<file path="src/hdl/rcm_params.svh">
// Purpose: Constants for the reference comparator control block
// Assumes: Eight-bit registers at offsets 0 to 3 of the module base
// Notes: Included by rcm_edge_detect and rcm_ctrl
`ifndef RCM_PARAMS_SVH
`define RCM_PARAMS_SVH

// ======================================================================
// Register offsets
`define RCM_OFS_CS 2'h0
`define RCM_OFS_C0 2'h1
`define RCM_OFS_C1 2'h2
`define RCM_OFS_C2 2'h3

// ======================================================================
// Field positions
`define RCM_CS_EN 7
`define RCM_CS_FLAG 6
`define RCM_CS_OPE 4
`define RCM_CS_RES 3
`define RCM_CS_EDGE_HI 2
`define RCM_CS_EDGE_LO 1
`define RCM_CS_IEN 0
`define RCM_C0_CHWT 7
`define RCM_C0_PSEL_HI 6
`define RCM_C0_PSEL_LO 4
`define RCM_C0_RHWT 3
`define RCM_C0_NSEL_HI 2
`define RCM_C0_NSEL_LO 0
`define RCM_C1_EN 7
`define RCM_C1_SRC 6
`define RCM_C1_LVL_HI 4
`define RCM_C1_LVL_LO 0

// ======================================================================
// Reset values and timing
`define RCM_RST_BYTE 8'h00
`define RCM_FLAG_LAG 2

`endif

</file>
<file path="src/hdl/rcm_pkg.sv">
// Purpose: Shared types of the reference comparator control block
// Assumes: Edge select encoding follows declaration order
// Notes: Constants live in rcm_params.svh
package rcm_pkg;
   // Edge choice, encoded 00 to 11 in declaration order, 11 reserved
   typedef enum logic [1:0] {RCM_EDGE_BOTH, RCM_EDGE_FALL, RCM_EDGE_RISE, RCM_EDGE_RSVD} rcm_edge_t;
endpackage

</file>
<file path="src/hdl/rcm_sync_if.sv">
// Purpose: Carries enable, edge choice and synchronized result between control and detector
// Assumes: Single clock domain
// Notes: ctrl side drives configuration, det side returns samples
`timescale 1ns/100ps
interface rcm_sync_if;
   import rcm_pkg::*;
   logic active;
   rcm_edge_t edge_sel;
   logic result;
   logic edge_hit;
   modport ctrl (output active, output edge_sel, input result, input edge_hit);
   modport det (input active, input edge_sel, output result, output edge_hit);
endinterface

</file>
<file path="src/hdl/rcm_edge_detect.sv">
// Purpose: Synchronizes the comparator output and detects the selected edge
// Assumes: cmp_raw is asynchronous to sys_clk
// Notes: edge_hit is a one-cycle pulse one clock after the result bit moves
`timescale 1ns/100ps
`include "rcm_params.svh"
module rcm_edge_detect
   import rcm_pkg::*;
(
   // Clock and reset
   input wire logic sys_clk,
   input wire logic arst_n,
   input wire logic clk_en,
   input wire logic soft_rst,
   // Comparator output
   input wire logic cmp_raw,
   // Control side
   rcm_sync_if.det sif
);
   logic sync1_q;
   logic sync2_q;
   logic prev_q;
   logic hit_q;
   wire logic clear_all;
   wire logic hit_d;

   // ======================================================================
   // Synchronizer and edge compare
   assign clear_all = soft_rst | ~sif.active;
   assign hit_d = (sif.edge_sel == RCM_EDGE_BOTH) ? (sync2_q ^ prev_q) :
                  (sif.edge_sel == RCM_EDGE_FALL) ? (prev_q & ~sync2_q) :
                  (sif.edge_sel == RCM_EDGE_RISE) ? (sync2_q & ~prev_q) : 1'b0;

   always_ff @(posedge sys_clk or negedge arst_n)
   begin
      if (!arst_n)
      begin
         sync1_q <= 1'b0;
         sync2_q <= 1'b0;
         prev_q <= 1'b0;
         hit_q <= 1'b0;
      end
      else if (clk_en)   // Frozen while the bus clock is stopped
      begin
         if (clear_all)   // Result reads 0 when disabled
         begin
            sync1_q <= 1'b0;
            sync2_q <= 1'b0;
            prev_q <= 1'b0;
            hit_q <= 1'b0;
         end
         else
         begin
            sync1_q <= cmp_raw;
            sync2_q <= sync1_q;
            prev_q <= sync2_q;
            hit_q <= hit_d;
         end
      end
   end

   assign sif.result = sync2_q;
   assign sif.edge_hit = hit_q;
endmodule // rcm_edge_detect

</file>
<file path="src/hdl/rcm_ctrl.sv">
// Purpose: Register file and digital control of the reference comparator
// Assumes: Eight-bit register port at base offsets 0 to 3; analog core outside
// Notes: clk_en low models the stopped bus clock of stop3
`timescale 1ns/100ps
`include "rcm_params.svh"
module rcm_ctrl
   import rcm_pkg::*;
#(
   parameter int N_INPUTS = 7,
   parameter int LEVEL_W = 5
)
(
   // Clock and reset
   input wire logic sys_clk,
   input wire logic arst_n,
   input wire logic clk_en,
   // Low-power mode inputs
   input wire logic stop3_mode,
   input wire logic stop2_wake_rst,
   // Register port
   input wire logic reg_sel,
   input wire logic [1:0] reg_addr,
   input wire logic reg_wr,
   input wire logic reg_rd,
   input wire logic [7:0] reg_wdata,
   output logic [7:0] reg_rdata,
   // Analog core side
   input wire logic cmp_raw,
   input wire logic hw_trigger,
   output logic cmp_power_en,
   output logic refgen_power_en,
   output logic [2:0] positive_input_select,
   output logic [2:0] negative_input_select,
   output logic refgen_source_select,
   output logic [LEVEL_W-1:0] refgen_level_code,
   output logic [N_INPUTS-1:0] analog_input_pin_enable,
   // Output pad
   output logic cmp_pin_out,
   output logic cmp_pin_oe_n,
   // Interrupts
   output logic cpu_irq,
   output logic wake_irq
);
   // ======================================================================
   // Register state
   logic comparator_enable_q;
   logic compare_edge_flag_q;
   logic output_pin_enable_q;
   rcm_edge_t edge_sensitivity_select_q;
   logic compare_irq_enable_q;
   logic comparator_hw_trigger_select_q;
   logic [2:0] positive_input_select_q;
   logic refgen_hw_trigger_select_q;
   logic [2:0] negative_input_select_q;
   logic refgen_enable_q;
   logic refgen_source_select_q;
   logic [LEVEL_W-1:0] refgen_level_code_q;
   logic [N_INPUTS-1:0] analog_input_pin_enable_q;
   logic trig_s1_q;
   logic trig_s2_q;
   logic [7:0] rdata_q;
   logic pin_out_q;
   logic pin_oe_n_q;
   logic flag_d;
   // Reset image of the control/status register, indexed by field position
   localparam logic [7:0] CS_RST = `RCM_RST_BYTE;

   rcm_sync_if sif ();

   // ======================================================================
   // Address decode
   wire logic wr_cs = reg_sel & reg_wr & (reg_addr == `RCM_OFS_CS);
   wire logic wr_c0 = reg_sel & reg_wr & (reg_addr == `RCM_OFS_C0);
   wire logic wr_c1 = reg_sel & reg_wr & (reg_addr == `RCM_OFS_C1);
   wire logic wr_c2 = reg_sel & reg_wr & (reg_addr == `RCM_OFS_C2);
   wire logic rd_any = reg_sel & reg_rd & ~reg_wr;
   wire logic flag_clr = wr_cs & ~reg_wdata[`RCM_CS_FLAG];

   // ======================================================================
   // Read data assembly, reserved bits read 0
   wire logic [7:0] cs_view = {comparator_enable_q, compare_edge_flag_q, 1'b0, output_pin_enable_q,
                               sif.result, edge_sensitivity_select_q, compare_irq_enable_q};
   wire logic [7:0] c0_view = {comparator_hw_trigger_select_q, positive_input_select_q,
                               refgen_hw_trigger_select_q, negative_input_select_q};
   wire logic [7:0] c1_view = {refgen_enable_q, refgen_source_select_q, 1'b0, refgen_level_code_q};
   wire logic [7:0] c2_view = {1'b0, analog_input_pin_enable_q};
   wire logic [7:0] read_mux = (reg_addr == `RCM_OFS_CS) ? cs_view :
                               (reg_addr == `RCM_OFS_C0) ? c0_view :
                               (reg_addr == `RCM_OFS_C1) ? c1_view : c2_view;

   // ======================================================================
   // Gated enables to the analog core
   wire logic cmp_active = comparator_enable_q & (~comparator_hw_trigger_select_q | trig_s2_q);
   wire logic refgen_active = refgen_enable_q & (~refgen_hw_trigger_select_q | trig_s2_q);

   // ======================================================================
   // Configuration registers
   always_ff @(posedge sys_clk or negedge arst_n)
   begin
      if (!arst_n)
      begin
         comparator_enable_q <= CS_RST[`RCM_CS_EN];
         output_pin_enable_q <= CS_RST[`RCM_CS_OPE];
         edge_sensitivity_select_q <= RCM_EDGE_BOTH;
         compare_irq_enable_q <= CS_RST[`RCM_CS_IEN];
      end
      else if (clk_en)
      begin
         if (stop2_wake_rst)
         begin
            comparator_enable_q <= CS_RST[`RCM_CS_EN];
            output_pin_enable_q <= CS_RST[`RCM_CS_OPE];
            edge_sensitivity_select_q <= RCM_EDGE_BOTH;
            compare_irq_enable_q <= CS_RST[`RCM_CS_IEN];
         end
         else if (wr_cs)
         begin
            comparator_enable_q <= reg_wdata[`RCM_CS_EN];
            output_pin_enable_q <= reg_wdata[`RCM_CS_OPE];
            edge_sensitivity_select_q <= rcm_edge_t'(reg_wdata[`RCM_CS_EDGE_HI:`RCM_CS_EDGE_LO]);
            compare_irq_enable_q <= reg_wdata[`RCM_CS_IEN];
         end
      end
   end

   always_ff @(posedge sys_clk or negedge arst_n)
   begin
      if (!arst_n)
      begin
         comparator_hw_trigger_select_q <= 1'b0;
         positive_input_select_q <= 3'h0;
         refgen_hw_trigger_select_q <= 1'b0;
         negative_input_select_q <= 3'h0;
      end
      else if (clk_en)
      begin
         if (stop2_wake_rst)
         begin
            comparator_hw_trigger_select_q <= 1'b0;
            positive_input_select_q <= 3'h0;
            refgen_hw_trigger_select_q <= 1'b0;
            negative_input_select_q <= 3'h0;
         end
         else if (wr_c0)
         begin
            comparator_hw_trigger_select_q <= reg_wdata[`RCM_C0_CHWT];
            positive_input_select_q <= reg_wdata[`RCM_C0_PSEL_HI:`RCM_C0_PSEL_LO];
            refgen_hw_trigger_select_q <= reg_wdata[`RCM_C0_RHWT];
            negative_input_select_q <= reg_wdata[`RCM_C0_NSEL_HI:`RCM_C0_NSEL_LO];
         end
      end
   end

   always_ff @(posedge sys_clk or negedge arst_n)
   begin
      if (!arst_n)
      begin
         refgen_enable_q <= 1'b0;
         refgen_source_select_q <= 1'b0;
         refgen_level_code_q <= '0;
         analog_input_pin_enable_q <= '0;
      end
      else if (clk_en)
      begin
         if (stop2_wake_rst)
         begin
            refgen_enable_q <= 1'b0;
            refgen_source_select_q <= 1'b0;
            refgen_level_code_q <= '0;
            analog_input_pin_enable_q <= '0;
         end
         else
         begin
            if (wr_c1)
            begin
               refgen_enable_q <= reg_wdata[`RCM_C1_EN];
               refgen_source_select_q <= reg_wdata[`RCM_C1_SRC];
               refgen_level_code_q <= reg_wdata[LEVEL_W-1:0];
            end
            if (wr_c2)
               analog_input_pin_enable_q <= reg_wdata[N_INPUTS-1:0];
         end
      end
   end

   // ======================================================================
   // Edge flag: a new edge wins over a clearing write
   assign flag_d = sif.edge_hit ? 1'b1 : (flag_clr ? 1'b0 : compare_edge_flag_q);

   always_ff @(posedge sys_clk or negedge arst_n)
   begin
      if (!arst_n)
         compare_edge_flag_q <= 1'b0;
      else if (clk_en)
         compare_edge_flag_q <= stop2_wake_rst ? 1'b0 : flag_d;
   end

   // ======================================================================
   // Trigger synchronizer, pad and read data registers
   always_ff @(posedge sys_clk or negedge arst_n)
   begin
      if (!arst_n)
      begin
         trig_s1_q <= 1'b0;
         trig_s2_q <= 1'b0;
         rdata_q <= 8'h00;
         pin_out_q <= 1'b0;
         pin_oe_n_q <= 1'b1;
      end
      else if (clk_en)
      begin
         trig_s1_q <= hw_trigger;
         trig_s2_q <= trig_s1_q;
         if (rd_any)
            rdata_q <= read_mux;
         pin_out_q <= sif.result & output_pin_enable_q;
         pin_oe_n_q <= ~output_pin_enable_q;
      end
   end

   // ======================================================================
   // Detector
   assign sif.active = cmp_active;
   assign sif.edge_sel = edge_sensitivity_select_q;

   rcm_edge_detect u_edge
   (
      .sys_clk(sys_clk),
      .arst_n(arst_n),
      .clk_en(clk_en),
      .soft_rst(stop2_wake_rst),
      .cmp_raw(cmp_raw),
      .sif(sif)
   );

   // ======================================================================
   // Asynchronous wake: raw output against the held result bit
   wire logic raw_rise = cmp_raw & ~sif.result;
   wire logic raw_fall = ~cmp_raw & sif.result;
   wire logic raw_edge = (edge_sensitivity_select_q == RCM_EDGE_BOTH) ? (raw_rise | raw_fall) :
                         (edge_sensitivity_select_q == RCM_EDGE_FALL) ? raw_fall :
                         (edge_sensitivity_select_q == RCM_EDGE_RISE) ? raw_rise : 1'b0;
   assign wake_irq = stop3_mode & compare_irq_enable_q & cmp_active & raw_edge;

   // ======================================================================
   // Outputs
   assign cpu_irq = compare_edge_flag_q & compare_irq_enable_q;
   assign cmp_power_en = cmp_active;
   assign refgen_power_en = refgen_active;
   assign positive_input_select = positive_input_select_q;
   assign negative_input_select = negative_input_select_q;
   assign refgen_source_select = refgen_source_select_q;
   assign refgen_level_code = refgen_level_code_q;
   assign analog_input_pin_enable = analog_input_pin_enable_q;
   assign cmp_pin_out = pin_out_q;
   assign cmp_pin_oe_n = pin_oe_n_q;
   assign reg_rdata = rdata_q;
endmodule // rcm_ctrl

</file>
<file path="config.mk">
export PLATFORM = sky130hd
export DESIGN_NAME = rcm_ctrl
export DESIGN_NICKNAME = d
export VERILOG_FILES = /design/src/hdl/rcm_pkg.sv /design/src/hdl/rcm_sync_if.sv /design/src/hdl/rcm_edge_detect.sv /design/src/hdl/rcm_ctrl.sv
export VERILOG_INCLUDE_DIRS = /design/src /design/src/hdl
export SDC_FILE = /design/constraint.sdc
export NUM_CORES = 1
export LEC_CHECK = 0
export ABC_AREA = 1
export BUFFER_PORTS_ARGS = -buffer_cell sky130_fd_sc_hd__buf_2
export CAP_MARGIN = 0
export CORE_MARGIN = 2
export CORE_UTILIZATION = 55
export DETAILED_ROUTE_END_ITERATION = 16
export HOLD_SLACK_MARGIN = 0.06
export PLACE_DENSITY_LB_ADDON = 0.2
export SLEW_MARGIN = 0
export SYNTH_ARGS = -nofsm -noshare
export SYNTH_HDL_FRONTEND = slang
export SYNTH_SLANG_ARGS = --single-unit
</file>
<file path="constraint.sdc">
create_clock -name sys_clk -period 2.13 [get_ports sys_clk]
set_clock_uncertainty 0.15 [all_clocks]
set_input_delay 0.1065 -clock sys_clk [delete_from_list [all_inputs] [get_ports sys_clk]]
set_output_delay 0.1065 -clock sys_clk [all_outputs]
set_load 0.02 [all_outputs]
</file>
* After elaboration in Yosys (flattened, before gate mapping)
Index checks and enable logic that the tools add are counted.
** Storage, ports and cells
- Register bits :: 44
- Latch bits :: 0
- Bits in writable memories :: 0
- Memory bits (read-only) :: 0
- Memories kept :: 0
** Cells by class
- Add/subtract/negate cells :: 0
- $mul :: 0
- Div/mod/pow operators :: 0
- $lt $le $gt $ge :: 0
- Equal/unequal tests :: 5
- Shifts and indexed selects :: 0
- Mux-type cells :: 40
- Bitwise operators :: 33
- Reduce and logical (&&, ||, !) cells :: 13
** Operators by type and width (count)
- $mux W1 :: 27
- $mux W8 :: 3
- $and A1 B1 Y1 :: 19
- $mux W7 :: 2
- $mux W3 :: 4
- $reduce_and A2 Y1 :: 6
- $mux W5 :: 2
- $not A1 Y1 :: 9
- $reduce_bool A2 Y1 :: 4
- $eq A2 B2 Y1 const B :: 3
- $eq A2 B1 Y1 const B :: 2
- $logic_not A2 Y1 :: 2
- $mux W2 :: 2
- $or A1 B1 Y1 :: 4
- $reduce_bool A3 Y1 :: 1
- $xor A1 B1 Y1 :: 1

* Depth between registers and ports, before layout
Gate-level depths: netlist of run 1.
- Depth in word-level cells :: 6
- Mapped depth :: 7
- Mapped depth without buffers :: 7

* Modules after synthesis
Synthesis of run 1 repeated with hierarchy kept, for this count alone.
** Second synthesis, totals
- Cells, all modules :: 292
- Area total of the unflattened synthesis :: 2308.5 um^2
** By module, submodules not included
- rcm_ctrl :: times used 1, cells an instance 262, area an instance 2083.2 um^2, seq. area each 1002.2 um^2
- rcm_edge_detect :: times used 1, cells an instance 30, area an instance 225.2 um^2, seq. area each 100.1 um^2

* Worst setup path before layout of run 1
OpenSTA, ideal clock, no wires.
- Path kind :: register -> output
- From :: reg u_edge.sync2_q, in the netlist u_edge.sif.result
- To :: out wake_irq
- Arrival time :: 1.113 ns
- Slack :: 0.760 ns
- Cell stages (with the launch flop) :: 5
- Path buffers :: 0
- Cell sequence :: dfrtp_1 ha_1 nand2_1 nand4_1 nor2_1
** On the way
- Word-level cells in the longest chain between the ends :: 6
** Ends and longest elaborated chain
- from (decl) :: line rcm_edge_detect.sv:20 : logic sync2_q;
- from (signal assigned) :: line rcm_edge_detect.sv:54 : sync2_q <= sync1_q;
- $not A1 Y1 :: line rcm_ctrl.sv:238 : wire logic raw_rise = cmp_raw & ~sif.result;
- $and A1 B1 Y1 :: line rcm_ctrl.sv:238
- $mux W1 :: line rcm_ctrl.sv:242 : (edge_sensitivity_select_q == RCM_EDGE_RISE) ? raw_rise : 1'b0;
- $mux W1 :: line rcm_ctrl.sv:241 : (edge_sensitivity_select_q == RCM_EDGE_FALL) ? raw_fall :
- $mux W1 * :: line rcm_ctrl.sv:240 : wire logic raw_edge = (edge_sensitivity_select_q == RCM_EDGE_BOTH) ? (raw_rise | raw_fall) :
- $and A1 B1 Y1 * :: line rcm_ctrl.sv:243 : assign wake_irq = stop3_mode & compare_irq_enable_q & cmp_active & raw_edge;
- to (decl) :: line rcm_ctrl.sv:42 : output logic wake_irq
Mark *: on every way between the ends. The rest lies on a longest branch, timed or not.

* Worst setup path in the final report of run 1
- From :: in stop2_wake_rst
- To :: reg u_edge.sync1_q
** On the way
- Word-level cells in the longest chain between the ends :: 2
** Ends and longest elaborated chain
- from (decl) :: line rcm_ctrl.sv:19 : input wire logic stop2_wake_rst,
- $or A1 B1 Y1 :: line rcm_edge_detect.sv:28 : assign clear_all = soft_rst | ~sif.active;
- $mux W1 :: line rcm_edge_detect.sv:44 : if (clear_all)
- to (signal assigned) :: line rcm_edge_detect.sv:53 : sync1_q <= cmp_raw;
- to (decl) :: line rcm_edge_detect.sv:19 : logic sync1_q;
No other way between the ends.
A chain may end at the register's enable or synchronous reset.

==> impl_metrics.py, run 1 <==
metrics = {
    "place": {
        "placed_cell_area_mm2": 0.002619,
        "port_buffers": 52,
        "place.gp.congestion": 0.8891,
        "dpl.hpwl_um": 4192,
        "dp_worst_setup_slack_ps": 730.2,
        "dp_cells": 386,
    },
    "routing": {
        "post_drt_via_cell_ratio": 5.134,
        "drt_first_pass_iters": 4,
        "drt_iter0_drc": 138,
        "wirelength_um": 5555,
        "wl_per_cell_um": 13.55,
        "num_vias": 2105,
        "postRouteAntennaNets": 0,
        "drc": 0,
    },
    "cells_and_area": {
        "areaGrowthSynthToFinish_pct": 24.04,
        "stdcell_count": 410,
        "fin_nets": 383,
        "antennaDiodeCount": 0,
        "layout-drive-gt1-share_pct": 25.00,
        "design_area_mm2": 0.002879,
    },
    "synthesis": {
        "synth.largest_area_cell": "dfrtp_1",
        "synthCells": 289,
        "synth_top_area_share_pct": 46.36,
        "synth_ff_type": "dfrtp_1",
        "yosysUniqueCellTypes": 28,
        "synth_edf_count": 0,
        "synth_common_cells": "nand2_1, dfrtp_1, nor2_1",
        "syn_nets": 313,
        "ys_top_cells_by_area": "dfrtp_1, nand2_1, nor2_1",
        "post-synth-top-count-cell": "nand2_1",
        "async_flop_share_pct": 100.0,
        "netlist_area_mm2": 0.002321,
        "ys_seq_area_share_pct": 47.49,
        "syn_avg_cell_area_um2": 8.031,
        "ys_ff_latch": 44,
        "yosysWarnings": 0,
    },
    "sta": {
        "finalSetupViolations": 0,
        "max_freq_ghz": 0.5036,
        "slew-limit-headroom_pct": 65.10,
        "worstMarginPinSlew_ps": 523.5,
        "hold_viol": 0,
        "layout_setup_ws_ps": 144.2,
        "slew_viol_final": 0,
        "fin_crit_ps": 1986,
        "tns_ps": 0,
        "fin_crit_sh_pct": 93.23,
        "rsz0062_at_grt": "no",
    },
    "global_route": {
        "grt_max_degree": 28,
        "antenna_found_initial": 0,
        "grt_overflow": 0,
        "grt_pass1_wl_um": 8997,
        "grtUsageTotal_pct": 25.96,
        "grt_pass1_vias": 1935,
    },
    "die": {
        "rows": 23,
        "die_h_um": 68.96,
        "core_area_mm2": 0.004029,
        "initial_core_util_pct": 57.61,
        "dieArea_mm2": 0.004755,
        "die_w_um": 68.96,
        "num_io_pins": 53,
    },
    "cts": {
        "cts.sinks": 44,
        "cts_root_buf": "clkbuf_8",
        "hold_buffers": 16,
        "ctsHtreeMaxLevel": 2,
        "clock_latency_ps": 290,
        "max-clock-path-buffers": 2,
        "cts_resized": 0,
        "cts_tree": "done",
        "cts_made_buffers": 5,
        "clkTransAtPathRegs_ps": 80,
        "postCtsSetupBuffers": 0,
    },
    "setup_path": {
        "crit_path_end_kind": "register",
        "worstPathRequired_ps": 2210,
        "slowest_delay_ps": 550,
        "critPathSlowestCell": "dlygate4sd3_1",
        "r2r_end": "u_edge.sync1_q",
        "cpMostUsedCell": "nand2_1",
        "crit_arrival_ps": 2060,
        "cp-start-kind": "primary input",
        "path_cells": "dlygate4sd3_1, buf_2, inv_2, nand2_1, nor2_1, nand2_1, nand2_1, dlygate4sd3_1",
        "path_class": "in -> reg",
        "r2r_start": "comparator_hw_trigger_select_q",
        "critPathMaxFanout": 22,
        "reg2reg_slack_ps": 350,
        "reg2reg_depth": 6,
    },
    "outcome": {
        "status": "complete, no violations",
    },
    "power_and_ir_drop": {
        "leakagePower_nw": 1.556,
        "power_mw": 1.929,
        "irDropWorstVdd_mv": 0.5210,
        "power_density_mw_per_mm2": 670.0,
    },
    "worst_hold_path": {
        "hold_path_class": "in -> reg",
        "min_from": "reg_rd",
        "hold_depth": 5,
        "hold_path_end": "reg_rdata[7]",
    },
    "run": {
        "maxCapViolCount": 0,
    },
}
layer usage:
layer | GRT usage, % | wire (µm)
met1 | 35.63 | 2630
met2 | 41.59 | 2564
met3 | 4.708 | 289
met4 | 8.578 | 71
met5 | 0 | 0
area by class of cell:
type / count / area (µm²)
well taps: 50 / 62.56
fillers: 327 / 1150
clock buffers: 8 / 100.1
inverters: 28 / 105.1
flip-flops and latches: 44 / 1102
multi-input cells: 209 / 1054
repair buffers: 71 / 455.4
metrics by stage:
stage	hold WS, ps	util (%)
finish	100.0	71.46
global route	146.9	71.46
CTS	101.8	71.46
detailed placement	-37.84	65.00
global placement	-35.45	65.00
floorplan	-339.1	-
cell usage in the layout (no fill, tap or decap), drive strengths merged:
cell type	n
nor2	32
a21oi	7
nand3	14
nand4	16
nor3	1
o21ai	18
inv	28
o21a	1
o22ai	1
dfstp	1
nand3b	3
dlygate4sd3	16
clkbuf	8
buf	55
ha	4
nand2	106
dfrtp	43
or2	3
a21boi	3
worst max-delay path, delay by kind of cell:
kind                   cells  cell delay, ps
buffers and inverters      4            1550
and+or+nand+nor            4             420
registers in the layout (all words and copies together) (netlist names), 2 cells and up:
signal / count
analog_input_pin_enable: 7
edge_sensitivity_select_q: 2
negative_input_select: 3
reg_rdata: 8
refgen_level_code: 5
positive_input_select: 3
logic make-up after synthesis:
logic type,Yosys count,share of synthesized area (%)
compound gates,30,9.057
simple gates,175,34.18
buf+inv,36,7.116
flops,44,47.49
fa+ha+maj,4,2.156
worst max path at each step:
stage | start | end
4_1_cts | stop2_wake_rst | u_edge.sync1_q
2_1_floorplan | u_edge.sif.result | wake_irq
3_5_place_dp | reg_addr[1] | positive_input_select[2]
5_1_grt | stop2_wake_rst | u_edge.sync1_q
3_3_place_gp | u_edge.sif.result | wake_irq
6_report | stop2_wake_rst | u_edge.sync1_q
power by group:
part | switching [mW] | total (mW) | leakage (nW) | internal [mW]
logic | 0.261 | 0.409 | 0.926 | 0.148
registers | 0.0469 | 0.952 | 0.579 | 0.905
clock network | 0.272 | 0.568 | 0.0515 | 0.296
total | 0.580 | 1.93 | 1.56 | 1.35
No activity file was read; power rests on OpenSTA's default activity.
==> inputs of run 2 (changes only) <==
Settings changed: CTS_BUF_LIST from default to sky130_fd_sc_hd__clkbuf_8 sky130_fd_sc_hd__clkbuf_16.
==> run 2 against run 1 <==
  * Die area is the same
  * Count of clock-buffer cells in the layout shrank 1
  * Clock power shrank 1%
  * First-iteration DRC count shrank 7.2%
  * Global-route usage is the same
  * Via count is essentially flat
  * Fmax grew 0.11%
  * Routed wire length shrank 0.31%
  * Critical path depth is the same
  * Final area is the same
==> impl_metrics.py, run 2 (synthesis results as in run 1) <==
metrics = {
    "outcome": {
        "status": "complete, no violations",
    },
    "setup_path": {
        "r2r_start": "comparator_hw_trigger_select_q",
        "crit_path_end_kind": "register",
        "crit_arrival_ps": 2060,
        "path_class": "in -> reg",
        "r2r_end": "u_edge.sync1_q",
        "slowest_delay_ps": 550,
        "cp-start-kind": "primary input",
        "path_cells": "dlygate4sd3_1, buf_2, inv_2, nand2_1, nor2_1, nand2_1, nand2_1, dlygate4sd3_1",
        "reg2reg_depth": 6,
        "critPathMaxFanout": 22,
        "cp_top_family": "buffers and inverters",
        "crit_buf_inv": 4,
        "worstPathRequired_ps": 2210,
        "critPathSlowestCell": "dlygate4sd3_1",
        "cpMostUsedCell": "nand2_1",
        "reg2reg_slack_ps": 360,
    },
    "routing": {
        "drt_first_pass_iters": 4,
        "wl_per_cell_um": 13.51,
        "drt_iter0_drc": 128,
        "postRouteAntennaNets": 0,
        "drc": 0,
        "post_drt_via_cell_ratio": 5.129,
        "wirelength_um": 5538,
        "num_vias": 2103,
    },
    "die": {
        "core_area_mm2": 0.004029,
        "die_h_um": 68.96,
        "num_io_pins": 53,
        "rows": 23,
        "dieArea_mm2": 0.004755,
        "initial_core_util_pct": 57.61,
        "die_w_um": 68.96,
    },
    "place": {
        "placed_cell_area_mm2": 0.002619,
        "dpl.hpwl_um": 4192,
        "dp_worst_setup_slack_ps": 730.2,
        "port_buffers": 52,
        "place.gp.congestion": 0.8891,
    },
    "global_route": {
        "top_usage_layer": "met2",
        "grt_util_met1_pct": 35.63,
        "grt_pass1_vias": 1935,
        "grt_pass1_wl_um": 8997,
        "grt_overflow": 0,
        "met2_usage_pct": 41.59,
        "antenna_found_initial": 0,
        "grt_max_degree": 28,
        "use_met3_pct": 4.708,
        "grtUsageTotal_pct": 25.96,
    },
    "cells_and_area": {
        "most-common-layout-cells": "nand2_1, buf_2, dfrtp_1",
        "antennaDiodeCount": 0,
        "largest_register_ff_count": 8,
        "fin_nets": 383,
        "areaGrowthSynthToFinish_pct": 24.04,
        "fillCellCount": 327,
        "design_area_mm2": 0.002879,
        "layout-drive-gt1-share_pct": 25.00,
        "final_common_cell": "nand2_1",
    },
    "power_and_ir_drop": {
        "leakagePower_nw": 1.561,
        "irDropWorstVdd_mv": 0.5224,
        "power_density_mw_per_mm2": 667.7,
        "power_mw": 1.922,
    },
    "sta": {
        "rsz0062_at_grt": "no",
        "slew-limit-headroom_pct": 65.10,
        "tns_ps": 0,
        "whs_ps": 101.3,
        "finalSetupViolations": 0,
        "slew_viol_final": 0,
        "fin_crit_sh_pct": 93.13,
        "fin_crit_ps": 1984,
        "hold_viol": 0,
        "worstMarginPinSlew_ps": 523.5,
        "layout_setup_ws_ps": 146.3,
        "max_freq_ghz": 0.5041,
    },
    "cts": {
        "cts_resized": 0,
        "cts_tree": "done",
        "clkTransAtPathRegs_ps": 80,
        "ctsHtreeMaxLevel": 2,
        "cts.sinks": 44,
        "cts_made_buffers": 5,
        "clock_latency_ps": 290,
        "cts_root_buf": "clkbuf_8",
        "max-clock-path-buffers": 2,
    },
    "worst_hold_path": {
        "hold_path_class": "in -> reg",
        "min_from": "reg_rd",
        "hold_depth": 5,
        "hold_path_end": "reg_rdata[7]",
    },
    "run": {
        "maxCapViolCount": 0,
    },
}
## run 2: changes by cell type in the layout (fill, tap and decap cells not counted)
cell | before | now
clkbuf_1 | 1 | 0
inv_1 | 25 | 26
## run 2: worst register-to-register path: stages (launching register included)
cell,delay (ps)
dfrtp_1,410
a21boi_2,220
nand2_1,100
nor2_1,170
nand2_1,70
nand2_1,50
dlygate4sd3_1,550
## run 2: report_power, final
part / total [mW] / leakage, nW / internal (mW) / switching [mW]
Clock: 0.562 / 0.0557 / 0.291 / 0.271
Combinational: 0.408 / 0.926 / 0.148 / 0.260
Sequential: 0.952 / 0.579 / 0.905 / 0.0467
Total: 1.92 / 1.56 / 1.34 / 0.578
## run 2: what timing repair did
action / CTS / global route
hold buffers: 16 / 0
endpoints found under the hold margin: 77 / 0
endpoints found under the setup margin: 0 / 0
buffers inserted: 0 / 0
## run 2: per-stage QoR
step | instances | util [%]
after floorplan | 289 | -
after global placement | 386 | 65.00
after detailed placement | 386 | 65.00
after CTS | 410 | 71.46
after global routing | 410 | 71.46
final | 410 | 71.46
## run 2: final cells by class
type / instances / area [µm²] / area share, %
timing repair buffer: 71 / 455.4 / 15.82
clock inverter: 1 / 3.754 / 0.1304
clock buffer: 7 / 96.34 / 3.346
inverter: 28 / 105.1 / 3.651
multi-input combinational: 209 / 1054 / 36.59
tap: 50 / 62.56 / 2.173
sequential: 44 / 1102 / 38.29
## run 2: metal layers
metal	routed length (µm)	part of all wire, %
met1	2567	46
met2	2577	47
met3	312	5.6
met4	80	1.4
met5	0	0
## run 2: how the worst max path moves through the flow
stage	start	cells past startpoint	slack, ps	endpoint
global placement	u_edge.sif.result	6	790	wake_irq
floorplan	u_edge.sif.result	4	760	wake_irq
detailed placement	reg_addr[1]	7	730	positive_input_select[2]
CTS	stop2_wake_rst	8	170	u_edge.sync1_q
global route	stop2_wake_rst	8	50	u_edge.sync1_q
finish	stop2_wake_rst	8	150	u_edge.sync1_q
==> inputs of run 3 (changes only) <==
Settings changed: CORE_MARGIN 2 to 5.
==> run 3 against run 2 <==
  * Sequential share of layout area up 0.067 points
  * Combinational power about the same
  * First-iteration DRC count up 13%
  * Non-clock buffer count unchanged
  * Power up 3.1%
  * Count of clock-buffer cells in the layout down 2
  * Flip-flop and latch count unchanged
  * Final area down 0.17%
  * Core utilization down 0.63 points
  * Routed wire length up 3.7%
  * Critical path type unchanged
  * Critical endpoint unchanged
==> impl_metrics.py, run 3 (synthesis results as in run 1) <==
metrics = {
    "sta": {
        "slew-limit-headroom_pct": 62.71,
        "max_freq_ghz": 0.5381,
        "whs_ps": 124.7,
        "fin_crit_sh_pct": 87.25,
        "finalSetupViolations": 0,
        "worstMarginPinSlew_ps": 559.4,
        "slew_viol_final": 0,
        "hold_viol": 0,
        "rsz0062_at_grt": "no",
        "tns_ps": 0,
        "layout_setup_ws_ps": 271.6,
        "fin_crit_ps": 1858,
    },
    "global_route": {
        "antenna_found_initial": 0,
        "grt_pass1_vias": 2179,
        "grtUsageTotal_pct": 23.01,
        "grt_overflow": 0,
        "grt_max_degree": 45,
        "top_usage_layer": "met2",
        "grt_util_met1_pct": 29.75,
        "grt_pass1_wl_um": 9749,
        "met2_usage_pct": 37.81,
        "use_met3_pct": 4.940,
    },
    "run": {
        "maxCapViolCount": 0,
    },
    "power_and_ir_drop": {
        "power_mw": 1.981,
        "leakagePower_nw": 1.560,
        "irDropWorstVdd_mv": 0.4265,
        "power_density_mw_per_mm2": 689.4,
    },
    "cells_and_area": {
        "final_common_cell": "nand2_1",
        "fin_nets": 383,
        "layout-drive-gt1-share_pct": 25.00,
        "most-common-layout-cells": "nand2_1, buf_2, dfrtp_1",
        "fillCellCount": 341,
        "antennaDiodeCount": 0,
        "multi_input_area_mm2": 0.001054,
        "area.sequential_mm2": 0.001102,
        "largest_register_ff_count": 8,
        "areaGrowthSynthToFinish_pct": 23.83,
    },
    "place": {
        "dpl.hpwl_um": 4138,
        "dp_worst_setup_slack_ps": 744.5,
        "place.gp.congestion": 0.8540,
        "port_buffers": 52,
    },
    "cts": {
        "cts_root_buf": "clkbuf_8",
        "cts_tree": "done",
        "cts_made_buffers": 5,
        "postCtsSetupBuffers": 0,
        "max-clock-path-buffers": 2,
        "cts.sinks": 44,
        "clock_latency_ps": 300,
        "clkTransAtPathRegs_ps": 80,
        "ctsHtreeMaxLevel": 2,
    },
    "routing": {
        "post_drt_via_cell_ratio": 5.141,
        "drt_first_pass_iters": 4,
        "drt_iter0_drc": 145,
        "wirelength_um": 5743,
        "num_vias": 2108,
        "drc": 0,
        "postRouteAntennaNets": 0,
        "wl_per_cell_um": 14.01,
    },
    "outcome": {
        "status": "complete, no violations",
    },
    "die": {
        "dieArea_mm2": 0.005619,
        "initial_core_util_pct": 57.20,
        "core_area_mm2": 0.004058,
        "die_h_um": 74.96,
        "rows": 23,
        "die_w_um": 74.96,
        "num_io_pins": 53,
    },
    "setup_path": {
        "path_class": "in -> reg",
        "cp-start-kind": "primary input",
        "crit_arrival_ps": 1950,
        "critPathMaxFanout": 12,
        "crit_path_end_kind": "register",
        "worstPathRequired_ps": 2220,
    },
    "worst_hold_path": {
        "hold_path_class": "in -> reg",
    },
}
-- run 3: worst paths after layout --
check                                               startpoint  cells after the start                       end  slack, ps
worst max-delay path                            stop2_wake_rst                      8            u_edge.sync1_q        270
worst min-delay path                                    reg_rd                      5              reg_rdata[7]        120
worst max register to register  comparator_hw_trigger_select_q                      6            u_edge.sync1_q        320
worst min register to register             output_pin_enable_q                      1              cmp_pin_oe_n        310
max in group asynchronous                               arst_n                      3  positive_input_select[1]       1190
min in group asynchronous                               arst_n                      3              reg_rdata[5]        260
-- run 3: where the power goes --
part           leakage, nW  switching, mW  internal, mW
logic                0.921          0.261         0.146
clock network       0.0593          0.279         0.343
registers            0.579         0.0469         0.905
total                 1.56          0.587          1.39
-- run 3: routing by layer --
layer | vias to the layer above | wire [µm]
met5 | - | 0
met4 | 0 | 102
met3 | 11 | 278
met2 | 56 | 2725
met1 | 976 | 2636
li1 | 1065 | -
-- run 3: stage by stage --
stage	utilization [%]	cells	cell area, µm²
after floorplan	-	289	2321
final	70.83	410	2874
after global placement	64.23	386	2606
after detailed placement	64.23	386	2606
after global routing	70.83	410	2874
after CTS	70.83	410	2874
-- run 3: layout make-up --
type | instances | share of cell area (%)
Sequential cell | 44 | 38.35
Clock buffer | 5 | 2.394
Timing Repair Buffer | 71 | 15.41
Clock inverter | 3 | 1.350
Inverter | 28 | 3.657
Multi-Input combinational cell | 209 | 36.66
Tap cell | 50 | 2.177
-- run 3: repair_timing --
item | in CTS | in global routing
hold buffers | 16 | 0
gates resized for setup | 0 | 0
endpoints found under the hold margin | 77 | 0
-- run 3: critical path, stage by stage --
cell	delay, ps
dlygate4sd3_1	540
buf_2	160
inv_2	190
nand2_1	110
nor2_1	170
nand2_1	70
nand2_1	50
dlygate4sd3_1	530
